### src/inc/smx_pkg.sv
// Constants and types for the slot multiplexer register bank
package smx_pkg;
	// Core clock and the slow timing base for debouncing
	localparam int CLK_PERIOD_NS  = 100;
	localparam int TICK_PERIOD_NS = 31250;
	localparam int TICK_CYC       = TICK_PERIOD_NS / CLK_PERIOD_NS;
	// Register byte addresses
	localparam logic [7:0] A_HW_ID     = 8'h00;
	localparam logic [7:0] A_DRV_VER   = 8'h01;
	localparam logic [7:0] A_STATUS    = 8'h04;
	localparam logic [7:0] A_SLOT_CTRL = 8'h08;
	localparam logic [7:0] A_BAT_DEB   = 8'h0A;
	localparam logic [7:0] A_SHD_DEB   = 8'h0B;
	localparam logic [7:0] A_RSVD      = 8'h0C;
	localparam logic [7:0] A_CLK_CTRL  = 8'h0D;
	localparam logic [7:0] A_DEV_CTRL  = 8'h0E;
	localparam logic [7:0] A_TEST_LO   = 8'h10;
	localparam logic [7:0] A_TEST_HI   = 8'h14;
	localparam logic [7:0] A_GP        = 8'h15;
	// Reset values
	localparam logic [7:0] RST_ZERO    = 8'h00;
	localparam logic [7:0] RST_DEB     = 8'h04;
	// Status field positions
	localparam int ST_SHD_LVL = 0;
	localparam int ST_SHD_INT = 1;
	localparam int ST_BAT     = 2;
	localparam int ST_BAT_INT = 3;
	// Slot control field positions
	localparam int SC_S1_ON = 0;
	localparam int SC_S1_ST = 2;
	localparam int SC_S2_ON = 4;
	localparam int SC_S2_ST = 6;
	// Device control field positions
	localparam int DC_BAT_IE  = 2;
	localparam int DC_BAT_LVL = 3;
	localparam int DC_SHD_IE  = 5;
	localparam int DC_SHD_LVL = 6;
	// Slot status codes
	localparam logic [1:0] SS_OFF     = 2'h0;
	localparam logic [1:0] SS_POWERED = 2'h2;
	// Serial target states, Gray along the usual path
	typedef enum logic [2:0] {
		ST_IDLE  = 3'h0,
		ST_ADDR  = 3'h1,
		ST_ACK_A = 3'h3,
		ST_WR    = 3'h2,
		ST_ACK_W = 3'h6,
		ST_RD    = 3'h7,
		ST_ACK_R = 3'h5
	} smx_state_t;
endpackage : smx_pkg

### src/inc/smx_deb_if.sv
// Carrier between the register bank and one debounce counter
`timescale 1ns/1ps
interface smx_deb_if #(parameter int W = 8) ();
	logic         tick;
	logic         level_in;
	logic [W-1:0] count;
	logic         state;
	logic         changed;
	modport core (input tick, input level_in, input count, output state, output changed);
	modport bank (output tick, output level_in, output count, input state, input changed);
endinterface : smx_deb_if

### src/design/smx_reg_bank.sv
// Slot multiplexer configuration bank behind a two-wire serial target
// How it works
// (RL1) Address 00h reads a fixed eight-bit maker and revision code.
// (RL2) Maker code sits in the upper nibble, revision in the lower.
// (RL3) Maker nibble is a constant; only the revision nibble may differ.
// (RL4) Address 01h reads a fixed eight-bit driver version, never writable.
// (RL5) Driver version is valid straight after reset, no setup needed.
// (RL6) Writes to read-only or reserved places are dropped; reads give reset contents, except live status at 04h.
// (RL7) All access is by a fast-mode two-wire target; the processor is master.
// (RL8) Reading status clears every interrupt flag that read as one.
// (RL9) Two registers load eight-bit down-counting debouncers for battery and shutdown.
`timescale 1ns/1ps
module smx_reg_bank
	import smx_pkg::*;
#(
	parameter logic [6:0] TARGET_ADDR = 7'h2A, // Arbitrary bus address
	parameter logic [3:0] MFR_ID      = 4'hA,  // Arbitrary maker code
	parameter logic [3:0] HW_REV      = 4'h3,  // Arbitrary revision code
	parameter logic [7:0] DRV_VERSION = 8'h05, // Arbitrary driver version
	parameter int         DEB_W       = 8
) (
	// Clock and reset
	input  wire logic       clk,
	input  wire logic       sys_rst,
	// Two-wire serial bus
	input  wire logic       scl,
	input  wire logic       sda_in,
	output logic            sda_out,
	output logic            sda_oe_n,
	// Detection inputs
	input  wire logic       battery_sense_input,
	input  wire logic       shutdown_input,
	// Control towards the rest of the chip
	output logic [7:0]      slot_ctrl,
	output logic [7:0]      clk_ctrl,
	output logic [7:0]      dev_ctrl,
	output logic [7:0]      gp_ctrl,
	output logic [7:0]      status
);
	localparam int TW = $clog2(TICK_CYC);
	localparam logic [TW-1:0] TICK_LAST = TW'(TICK_CYC - 1);

	// Pin synchronisers, bits are {shutdown, battery, sda, scl}
	logic [3:0]    s1_reg;
	logic [3:0]    s2_reg;
	logic [3:0]    s3_reg;
	logic [3:0]    filt_reg;
	logic [3:0]    filt_next;
	logic [3:0]    prev_reg;
	// Tick divider
	logic [TW-1:0] tdiv_reg;
	logic [TW-1:0] tdiv_next;
	logic          tick_reg;
	logic          tick_next;
	// Serial target
	smx_state_t    st_reg;
	smx_state_t    st_next;
	logic [7:0]    sh_reg;
	logic [7:0]    sh_next;
	logic [3:0]    cnt_reg;
	logic [3:0]    cnt_next;
	logic [7:0]    ptr_reg;
	logic [7:0]    ptr_next;
	logic          hp_reg;
	logic          hp_next;
	logic          rw_reg;
	logic          rw_next;
	logic          mack_reg;
	logic          mack_next;
	logic          oe_n_reg;
	logic          oe_n_next;
	logic          wr_stb;
	logic          ld_tx;
	logic          rd_stat;
	logic [7:0]    rd_byte;
	// Registers
	logic [7:0]    slot_reg;
	logic [7:0]    slot_next;
	logic [7:0]    bdeb_reg;
	logic [7:0]    bdeb_next;
	logic [7:0]    sdeb_reg;
	logic [7:0]    sdeb_next;
	logic [7:0]    clkc_reg;
	logic [7:0]    clkc_next;
	logic [7:0]    dev_reg;
	logic [7:0]    dev_next;
	logic [7:0]    gp_reg;
	logic [7:0]    gp_next;
	logic [7:0]    test_reg [5];
	logic [7:0]    test_next [5];
	logic          sint_reg;
	logic          sint_next;
	logic          bint_reg;
	logic          bint_next;
	logic [7:0]    stat_w;
	logic          shd_set;
	logic          bat_set;
	logic          in_test;
	logic [2:0]    tidx;
	// Bus events
	logic          scl_rise;
	logic          scl_fall;
	logic          start_ev;
	logic          stop_ev;
	logic          sda_f;

	smx_deb_if #(.W(DEB_W)) bat_if ();
	smx_deb_if #(.W(DEB_W)) shd_if ();

	// Slot status: isolated or active only counts while the regulator is on
	function automatic logic [1:0] slot_st(input logic on, input logic [1:0] s);
		if (!on)
			return SS_OFF;
		return (s == SS_OFF) ? SS_POWERED : s;
	endfunction : slot_st

	// A change counts only once the second and third stages agree
	always_comb begin
		filt_next = filt_reg;
		for (int i = 0; i < 4; i++) begin
			if (s2_reg[i] == s3_reg[i])
				filt_next[i] = s3_reg[i];
		end
		tick_next = (tdiv_reg == TICK_LAST);
		tdiv_next = tick_next ? '0 : tdiv_reg + 1'b1;
	end

	always_ff @(posedge clk or posedge sys_rst) begin
		if (sys_rst) begin
			s1_reg   <= 4'h3;
			s2_reg   <= 4'h3;
			s3_reg   <= 4'h3;
			filt_reg <= 4'h3;
			prev_reg <= 4'h3;
			tdiv_reg <= '0;
			tick_reg <= 1'b0;
		end else begin
			s1_reg   <= {shutdown_input, battery_sense_input, sda_in, scl};
			s2_reg   <= s1_reg;
			s3_reg   <= s2_reg;
			filt_reg <= filt_next;
			prev_reg <= filt_reg;
			tdiv_reg <= tdiv_next;
			tick_reg <= tick_next;
		end
	end

	// Bus conditions seen on the filtered lines
	assign sda_f    = filt_reg[1];
	assign scl_rise = filt_reg[0] & ~prev_reg[0];
	assign scl_fall = ~filt_reg[0] & prev_reg[0];
	assign start_ev = filt_reg[0] & prev_reg[0] & prev_reg[1] & ~sda_f; // RL7
	assign stop_ev  = filt_reg[0] & prev_reg[0] & ~prev_reg[1] & sda_f; // RL7

	// Read multiplexer; reserved and unmapped places read as zero
	always_comb begin
		tidx    = 3'(ptr_reg - A_TEST_LO);
		in_test = (ptr_reg >= A_TEST_LO) && (ptr_reg <= A_TEST_HI);
		case (ptr_reg)
			A_HW_ID:     rd_byte = {MFR_ID, HW_REV}; // RL1 RL2 RL3
			A_DRV_VER:   rd_byte = DRV_VERSION; // RL4 RL5
			A_STATUS:    rd_byte = stat_w;
			A_SLOT_CTRL: rd_byte = slot_reg;
			A_BAT_DEB:   rd_byte = bdeb_reg;
			A_SHD_DEB:   rd_byte = sdeb_reg;
			A_CLK_CTRL:  rd_byte = clkc_reg;
			A_DEV_CTRL:  rd_byte = dev_reg;
			A_GP:        rd_byte = gp_reg;
			default:     rd_byte = in_test ? test_reg[tidx] : RST_ZERO; // RL6
		endcase
	end

	// Target sequencer: address, pointer byte, then data with auto increment
	always_comb begin
		st_next   = st_reg;
		sh_next   = sh_reg;
		cnt_next  = cnt_reg;
		ptr_next  = ptr_reg;
		hp_next   = hp_reg;
		rw_next   = rw_reg;
		mack_next = mack_reg;
		oe_n_next = oe_n_reg;
		wr_stb    = 1'b0;
		ld_tx     = 1'b0;
		if (stop_ev) begin
			st_next   = ST_IDLE;
			oe_n_next = 1'b1;
		end else if (start_ev) begin
			st_next   = ST_ADDR; // RL7
			cnt_next  = 4'h0;
			hp_next   = 1'b0;
			oe_n_next = 1'b1;
		end else if (scl_rise) begin
			case (st_reg)
				ST_ADDR, ST_WR: begin
					sh_next  = {sh_reg[6:0], sda_f};
					cnt_next = cnt_reg + 4'h1;
				end
				ST_RD:    cnt_next = cnt_reg + 4'h1;
				ST_ACK_R: mack_next = ~sda_f;
				default:  ;
			endcase
		end else if (scl_fall) begin
			case (st_reg)
				ST_ADDR: begin
					if (cnt_reg == 4'h8) begin
						if (sh_reg[7:1] == TARGET_ADDR) begin
							st_next   = ST_ACK_A;
							rw_next   = sh_reg[0];
							oe_n_next = 1'b0;
						end else begin
							st_next = ST_IDLE;
						end
					end
				end
				ST_WR: begin
					if (cnt_reg == 4'h8) begin
						st_next   = ST_ACK_W;
						oe_n_next = 1'b0;
						if (hp_reg) begin
							wr_stb   = 1'b1;
							ptr_next = ptr_reg + 8'h01;
						end else begin
							ptr_next = sh_reg;
							hp_next  = 1'b1;
						end
					end
				end
				ST_ACK_A, ST_ACK_W: begin
					if (rw_reg) begin
						ld_tx = 1'b1;
					end else begin
						st_next   = ST_WR;
						cnt_next  = 4'h0;
						oe_n_next = 1'b1;
					end
				end
				ST_RD: begin
					if (cnt_reg == 4'h8) begin
						st_next   = ST_ACK_R;
						oe_n_next = 1'b1;
					end else begin
						sh_next   = {sh_reg[6:0], 1'b0};
						oe_n_next = sh_reg[6];
					end
				end
				ST_ACK_R: begin
					if (mack_reg)
						ld_tx = 1'b1;
					else
						st_next = ST_IDLE;
				end
				default: st_next = ST_IDLE;
			endcase
		end
		// Byte to send is latched here, so a status read sees one snapshot
		if (ld_tx) begin
			st_next   = ST_RD;
			sh_next   = rd_byte;
			ptr_next  = ptr_reg + 8'h01;
			cnt_next  = 4'h0;
			oe_n_next = rd_byte[7];
		end
	end

	assign rd_stat = ld_tx && (ptr_reg == A_STATUS);

	always_ff @(posedge clk or posedge sys_rst) begin
		if (sys_rst) begin
			st_reg   <= ST_IDLE;
			sh_reg   <= 8'h00;
			cnt_reg  <= 4'h0;
			ptr_reg  <= 8'h00;
			hp_reg   <= 1'b0;
			rw_reg   <= 1'b0;
			mack_reg <= 1'b0;
			oe_n_reg <= 1'b1;
		end else begin
			st_reg   <= st_next;
			sh_reg   <= sh_next;
			cnt_reg  <= cnt_next;
			ptr_reg  <= ptr_next;
			hp_reg   <= hp_next;
			rw_reg   <= rw_next;
			mack_reg <= mack_next;
			oe_n_reg <= oe_n_next;
		end
	end

	// Debouncer hookup
	assign bat_if.tick     = tick_reg;
	assign bat_if.level_in = filt_reg[2];
	assign bat_if.count    = DEB_W'(bdeb_reg); // RL9
	assign shd_if.tick     = tick_reg;
	assign shd_if.level_in = filt_reg[3];
	assign shd_if.count    = DEB_W'(sdeb_reg); // RL9

	smx_debounce #(.W(DEB_W)) u_bat_deb (
		.clk     (clk),
		.sys_rst (sys_rst),
		.d       (bat_if)
	);
	smx_debounce #(.W(DEB_W)) u_shd_deb (
		.clk     (clk),
		.sys_rst (sys_rst),
		.d       (shd_if)
	);

	// Flags raise only when the accepted level turns active and is enabled
	assign shd_set = shd_if.changed & (shd_if.state ^ dev_reg[DC_SHD_LVL]) & dev_reg[DC_SHD_IE];
	assign bat_set = bat_if.changed & (bat_if.state ^ dev_reg[DC_BAT_LVL]) & dev_reg[DC_BAT_IE];
	assign stat_w  = {slot_st(slot_reg[SC_S2_ON], slot_reg[SC_S2_ST+:2]),
		slot_st(slot_reg[SC_S1_ON], slot_reg[SC_S1_ST+:2]),
		bint_reg, bat_if.state ^ dev_reg[DC_BAT_LVL], sint_reg, filt_reg[3]};

	// Register writes; read-only and reserved addresses fall to default
	always_comb begin
		slot_next = slot_reg;
		bdeb_next = bdeb_reg;
		sdeb_next = sdeb_reg;
		clkc_next = clkc_reg;
		dev_next  = dev_reg;
		gp_next   = gp_reg;
		test_next = test_reg;
		if (wr_stb) begin
			case (ptr_reg)
				A_SLOT_CTRL: slot_next = sh_reg;
				A_BAT_DEB:   bdeb_next = sh_reg; // RL9
				A_SHD_DEB:   sdeb_next = sh_reg; // RL9
				A_CLK_CTRL:  clkc_next = sh_reg;
				A_DEV_CTRL:  dev_next  = sh_reg;
				A_GP:        gp_next   = sh_reg;
				default: begin
					if (in_test)
						test_next[tidx] = sh_reg;
				end // RL6
			endcase
		end
		// A new event in the clearing cycle wins over the clear
		sint_next = shd_set | (sint_reg & ~rd_stat); // RL8
		bint_next = bat_set | (bint_reg & ~rd_stat); // RL8
	end

	always_ff @(posedge clk or posedge sys_rst) begin
		if (sys_rst) begin
			slot_reg <= RST_ZERO;
			bdeb_reg <= RST_DEB;
			sdeb_reg <= RST_DEB;
			clkc_reg <= RST_ZERO;
			dev_reg  <= RST_ZERO;
			gp_reg   <= RST_ZERO;
			for (int i = 0; i < 5; i++)
				test_reg[i] <= RST_ZERO;
			sint_reg <= 1'b0;
			bint_reg <= 1'b0;
		end else begin
			slot_reg <= slot_next;
			bdeb_reg <= bdeb_next;
			sdeb_reg <= sdeb_next;
			clkc_reg <= clkc_next;
			dev_reg  <= dev_next;
			gp_reg   <= gp_next;
			test_reg <= test_next;
			sint_reg <= sint_next;
			bint_reg <= bint_next;
		end
	end

	// Outputs; sda is open drain so only the enable moves
	assign sda_out   = 1'b0;
	assign sda_oe_n  = oe_n_reg;
	assign slot_ctrl = slot_reg;
	assign clk_ctrl  = clkc_reg;
	assign dev_ctrl  = dev_reg;
	assign gp_ctrl   = gp_reg;
	assign status    = stat_w;
endmodule : smx_reg_bank

### src/design/smx_debounce.sv
// Down-counting debounce filter for one input level
`timescale 1ns/1ps
module smx_debounce
	import smx_pkg::*;
#(
	parameter int W = 8
) (
	// Clock and reset
	input wire logic clk,
	input wire logic sys_rst,
	// Bank side
	smx_deb_if.core  d
);
	logic [W-1:0] cnt_reg;
	logic [W-1:0] cnt_next;
	logic         st_reg;
	logic         st_next;
	logic         chg_reg;
	logic         chg_next;

	// Count down only while the input differs from the accepted level
	always_comb begin
		cnt_next = cnt_reg;
		st_next  = st_reg;
		chg_next = 1'b0;
		if (d.level_in == st_reg) begin
			cnt_next = d.count; // RL9
		end else if (d.tick) begin
			if (cnt_reg == '0) begin
				st_next  = d.level_in; // RL9
				chg_next = 1'b1;
				cnt_next = d.count;
			end else begin
				cnt_next = cnt_reg - 1'b1; // RL9
			end
		end
	end

	// State registers
	always_ff @(posedge clk or posedge sys_rst) begin
		if (sys_rst) begin
			cnt_reg <= '0;
			st_reg  <= 1'b0;
			chg_reg <= 1'b0;
		end else begin
			cnt_reg <= cnt_next;
			st_reg  <= st_next;
			chg_reg <= chg_next;
		end
	end

	assign d.state   = st_reg;
	assign d.changed = chg_reg;
endmodule : smx_debounce

### config.mk
export PLATFORM = sky130hd
export DESIGN_NAME = smx_reg_bank
export DESIGN_NICKNAME = d
export VERILOG_FILES = /design/src/inc/smx_pkg.sv /design/src/inc/smx_deb_if.sv /design/src/design/smx_reg_bank.sv /design/src/design/smx_debounce.sv
export SDC_FILE = /design/constraint.sdc
export NUM_CORES = 1
export LEC_CHECK = 0
export ABC_CLOCK_PERIOD_IN_PS = 6420
export BUFFER_PORTS_ARGS = -buffer_cell sky130_fd_sc_hd__clkbuf_2
export CAP_MARGIN = 20
export CORE_AREA = 2 2 151 153
export DETAILED_ROUTE_END_ITERATION = 16
export DIE_AREA = 0 0 153 155
export GPL_TIMING_DRIVEN = 0
export HOLD_SLACK_MARGIN = 0.02
export PLACE_DENSITY = 0.64
export SYNTH_ARGS = -nofsm -noshare
export SYNTH_HDL_FRONTEND = slang
export SYNTH_SLANG_ARGS = --single-unit
### constraint.sdc
create_clock -name clk -period 6.42 [get_ports clk]
set_input_delay 0.321 -clock clk [delete_from_list [all_inputs] [get_ports clk]]
set_output_delay 0.321 -clock clk [all_outputs]
set_load 0.02 [all_outputs]
==> impl_metrics.yaml <==
drt:
  wl_met2_um: 10370
  ant_nets: 0
  routedWlPerCell_um: 19.81
  drtPass1Iterations: 5
  top_layer_used: "met4"
  first_iter_violations: 613
  routed_via_density: 5.775
  drc_errors: 0
  num_vias: 6826
  dr_wl_met3_um: 1542
  met1_length_um: 10900
  routed_wl_um: 23410
clocking:
  insertion_delay_ps: 430
  cts_made_buffers: 17
  cts_buffer_depth: 2
  cts_sinks: 165
  cts.repair.resized: 0
  path_clk_slew_ps: 70
  htree_levels: 4
  cts_tree: "done"
  ctsRootBufferMaster: "clkbuf_16"
grt:
  grt_max_degree: 90
  grt_pass1_vias: 6729
  grt.total_usage_pct: 20.37
  grt_pass1_wl_um: 37880
  grt_overflow_total: 0
  antenna_found_initial: 0
synth:
  synth-edff-count: 0
  netlist_area_sq_um: 8661
  async_flop_share_pct: 100.0
  synth_mux_area_share_pct: 13.32
  yosysUniqueCellTypes: 86
  yosys.area_share.simple_pct: 15.39
  synth_nets: 834
  synth_compound_area_share_pct: 15.67
  synth_top_family_by_area: "compound AO/OA/AOI/OAI gates"
  synthCells: 813
  synth.avg_cell_area_sq_um: 10.65
  synthFlopType: "dfrtp_1"
  synth_warnings: 0
  synthXorXnorAreaFrac_pct: 1.315
  ys_ff_latch: 165
  synthAdderAreaFrac_pct: 2.629
  ys_seq_area_share_pct: 47.86
floorplan:
  die-area_sq_um: 23720
  start_util_pct: 38.96
  core_sq_um: 22230
  num_rows: 55
  ios: 48
  die_x_um: 153
  die_h_um: 155
finish:
  largest_register_ffs: 40
  syn_to_final_growth_pct: 14.37
  final_nets: 905
  antennaDiodeCount: 0
  drive_above_1_share_pct: 23.52
timing:
  whs_ps: 353.4
  fin_crit_ps: 3766
  skew_ps: 13.37
  worst_pin_slew_ps: 897.0
  finalMaxSlewViolations: 0
  hold_viol: 0
  setup_viol: 0
  clock.fmax_mhz: 265.5
  period_share_pct: 58.66
  rsz0062_at_grt: "no"
  slew_headroom_pct: 39.88
placed_design:
  io_buffers: 46
  dpl.hpwl_um: 16760
  gp_congestion: 0.9625
setup_path:
  max_stage_delay_ps: 710
  crit_path_end_kind: "flop"
  crit_slowest_cell: "o311ai_1"
  crit_family: "buffers and inverters"
  critPathKind: "reg -> reg"
  path_buf_inv: 4
  critPathLaunchType: "flop"
  critical_path.max_fanout: 10
  arrival_ps: 4030
  crit_top_cell: "clkbuf_1"
  crit_chain: "clkbuf_1 > buf_1 > inv_1 > ha_1 > clkbuf_1 > and3_1 > a2bb2oi_1 > o21ai_0 > o311ai_1 > a31oi_1"
  worst_ep_required_time_ps: 6680
pwr:
  p_per_area_nw_per_um2: 284.0
  power_mw: 2.813
  worst_ir_drop_vdd_uv: 169.0
  p_leak_nw: 4.411
job:
  maxCapViolCount: 0
min_path:
  hp-class: "reg -> reg"
status:
  run_status: "finished clean"
==> layout by cell type, fill, tap and decap left out, drive strengths merged, types with 6 or more instances in the layout <==
| cell | synthesis | layout |
|---|---|---|
| nor2 | 44 | 44 |
| nor4 | 7 | 7 |
| a21o | 7 | 7 |
| and3 | 7 | 7 |
| nor2b | 9 | 9 |
| nand4 | 7 | 7 |
| a32o | 6 | 6 |
| a31oi | 8 | 8 |
| buf | 17 | 18 |
| xor2 | 8 | 8 |
| nand3 | 32 | 32 |
| mux2 | 90 | 90 |
| nor3 | 19 | 19 |
| or3 | 6 | 6 |
| ha | 15 | 15 |
| a21oi | 38 | 38 |
| o21ai | 80 | 80 |
| dfrtp | 152 | 152 |
| nand2 | 60 | 60 |
| o211ai | 6 | 6 |
| a22oi | 10 | 10 |
| dfstp | 13 | 13 |
| inv | 27 | 37 |
| nor4b | 6 | 6 |
| clkbuf | 32 | 96 |
| a211oi | 6 | 6 |
==> logic make-up (layout without fill, tap and decap cells) <==
group | count (synthesis) | after routing
adders and majority gates | 19 | 19
other | 1 | 1
DFF | 165 | 165
buffers and inverters | 77 | 161
xor gates and xnor gates | 13 | 13
and+or+nand+nor | 234 | 234
AOI/OAI and AO/OA | 208 | 208
muxes | 96 | 96
==> power breakdown <==
group	total [mW]	leakage [nW]	internal [mW]	switching [mW]
Sequential	1.24	2.20	1.12	0.113
Combinational	0.578	1.93	0.193	0.386
Clock	0.997	0.286	0.526	0.471
==> synthesized netlist by cell type, drive strengths merged (7+ instances only) <==
cell	count	area share [%]
nand2	60	2.6
nor4	7	0.75
a21oi	38	2.2
inv	27	1.2
nor2	44	2.0
dfstp	13	3.9
a21o	7	0.69
xor2	8	0.81
and3	7	0.51
a22oi	10	0.87
buf	17	1.2
clkbuf	32	1.4
nand3	32	2.2
mux2	90	12
nand4	7	0.51
o21ai	80	4.7
dfrtp	152	44
a31oi	8	0.58
nor3	19	1.7
ha	15	2.2
nor2b	9	0.65
==> through the flow <==
| stage | setup slack, ps | util, % | setup TNS, ps | cell area, sq um | cells |
|---|---|---|---|---|---|
| 5_1_grt | 2496 | 44.57 | 0 | 9906 | 1182 |
| 3_5_place_dp | 2799 | 41.76 | 0 | 9283 | 1145 |
| 6_report | 2654 | 44.57 | 0 | 9906 | 1182 |
| 3_3_place_gp | -328.9 | 41.60 | -47640 | 9248 | 1144 |
| 2_1_floorplan | 1659 | - | 0 | 8661 | 813 |
| 4_1_cts | 2746 | 44.57 | 0 | 9906 | 1182 |
==> metal layers <==
| layer | track usage, % | vias to the layer above |
|---|---|---|
| li1 | - | 3137 |
| met1 | 29.50 | 3368 |
| met2 | 30.45 | 278 |
| met3 | 3.900 | 43 |
| met4 | 7.672 | 0 |
| met5 | 0 | - |
==> final timing paths <==
kind	startpoint	slack, ps	depth (start not counted)	endpoint
min in group asynchronous	sys_rst	500	3	clk_ctrl[2]
hold / removal	s1_reg[0]	350	0	s2_reg[0]
max in group asynchronous	sys_rst	5080	4	prev_reg[0]
setup / recovery	ptr_reg[1]	2650	10	sh_reg[7]
hold reg to reg	s1_reg[0]	350	0	s2_reg[0]
setup reg to reg	ptr_reg[1]	2650	10	sh_reg[7]
==> what timing repair did <==
item	in CTS	in global routing
hold buffers	5	0
endpoints found under the setup margin	0	0
buffers inserted	0	0
hold endpoints to repair	77	0
==> cell type report <==
class | instances | area, sq um
Fill cell | 2098 | 12320
Multi-Input combinational cell | 571 | 4189
Sequential cell | 165 | 4145
Clock buffer | 18 | 439.2
Tap cell | 285 | 356.6
Timing Repair Buffer | 52 | 307.8
Buffer | 49 | 221.5
Clock inverter | 14 | 133.9
Inverter | 28 | 112.6
No activity file was read; power rests on OpenSTA's default activity.
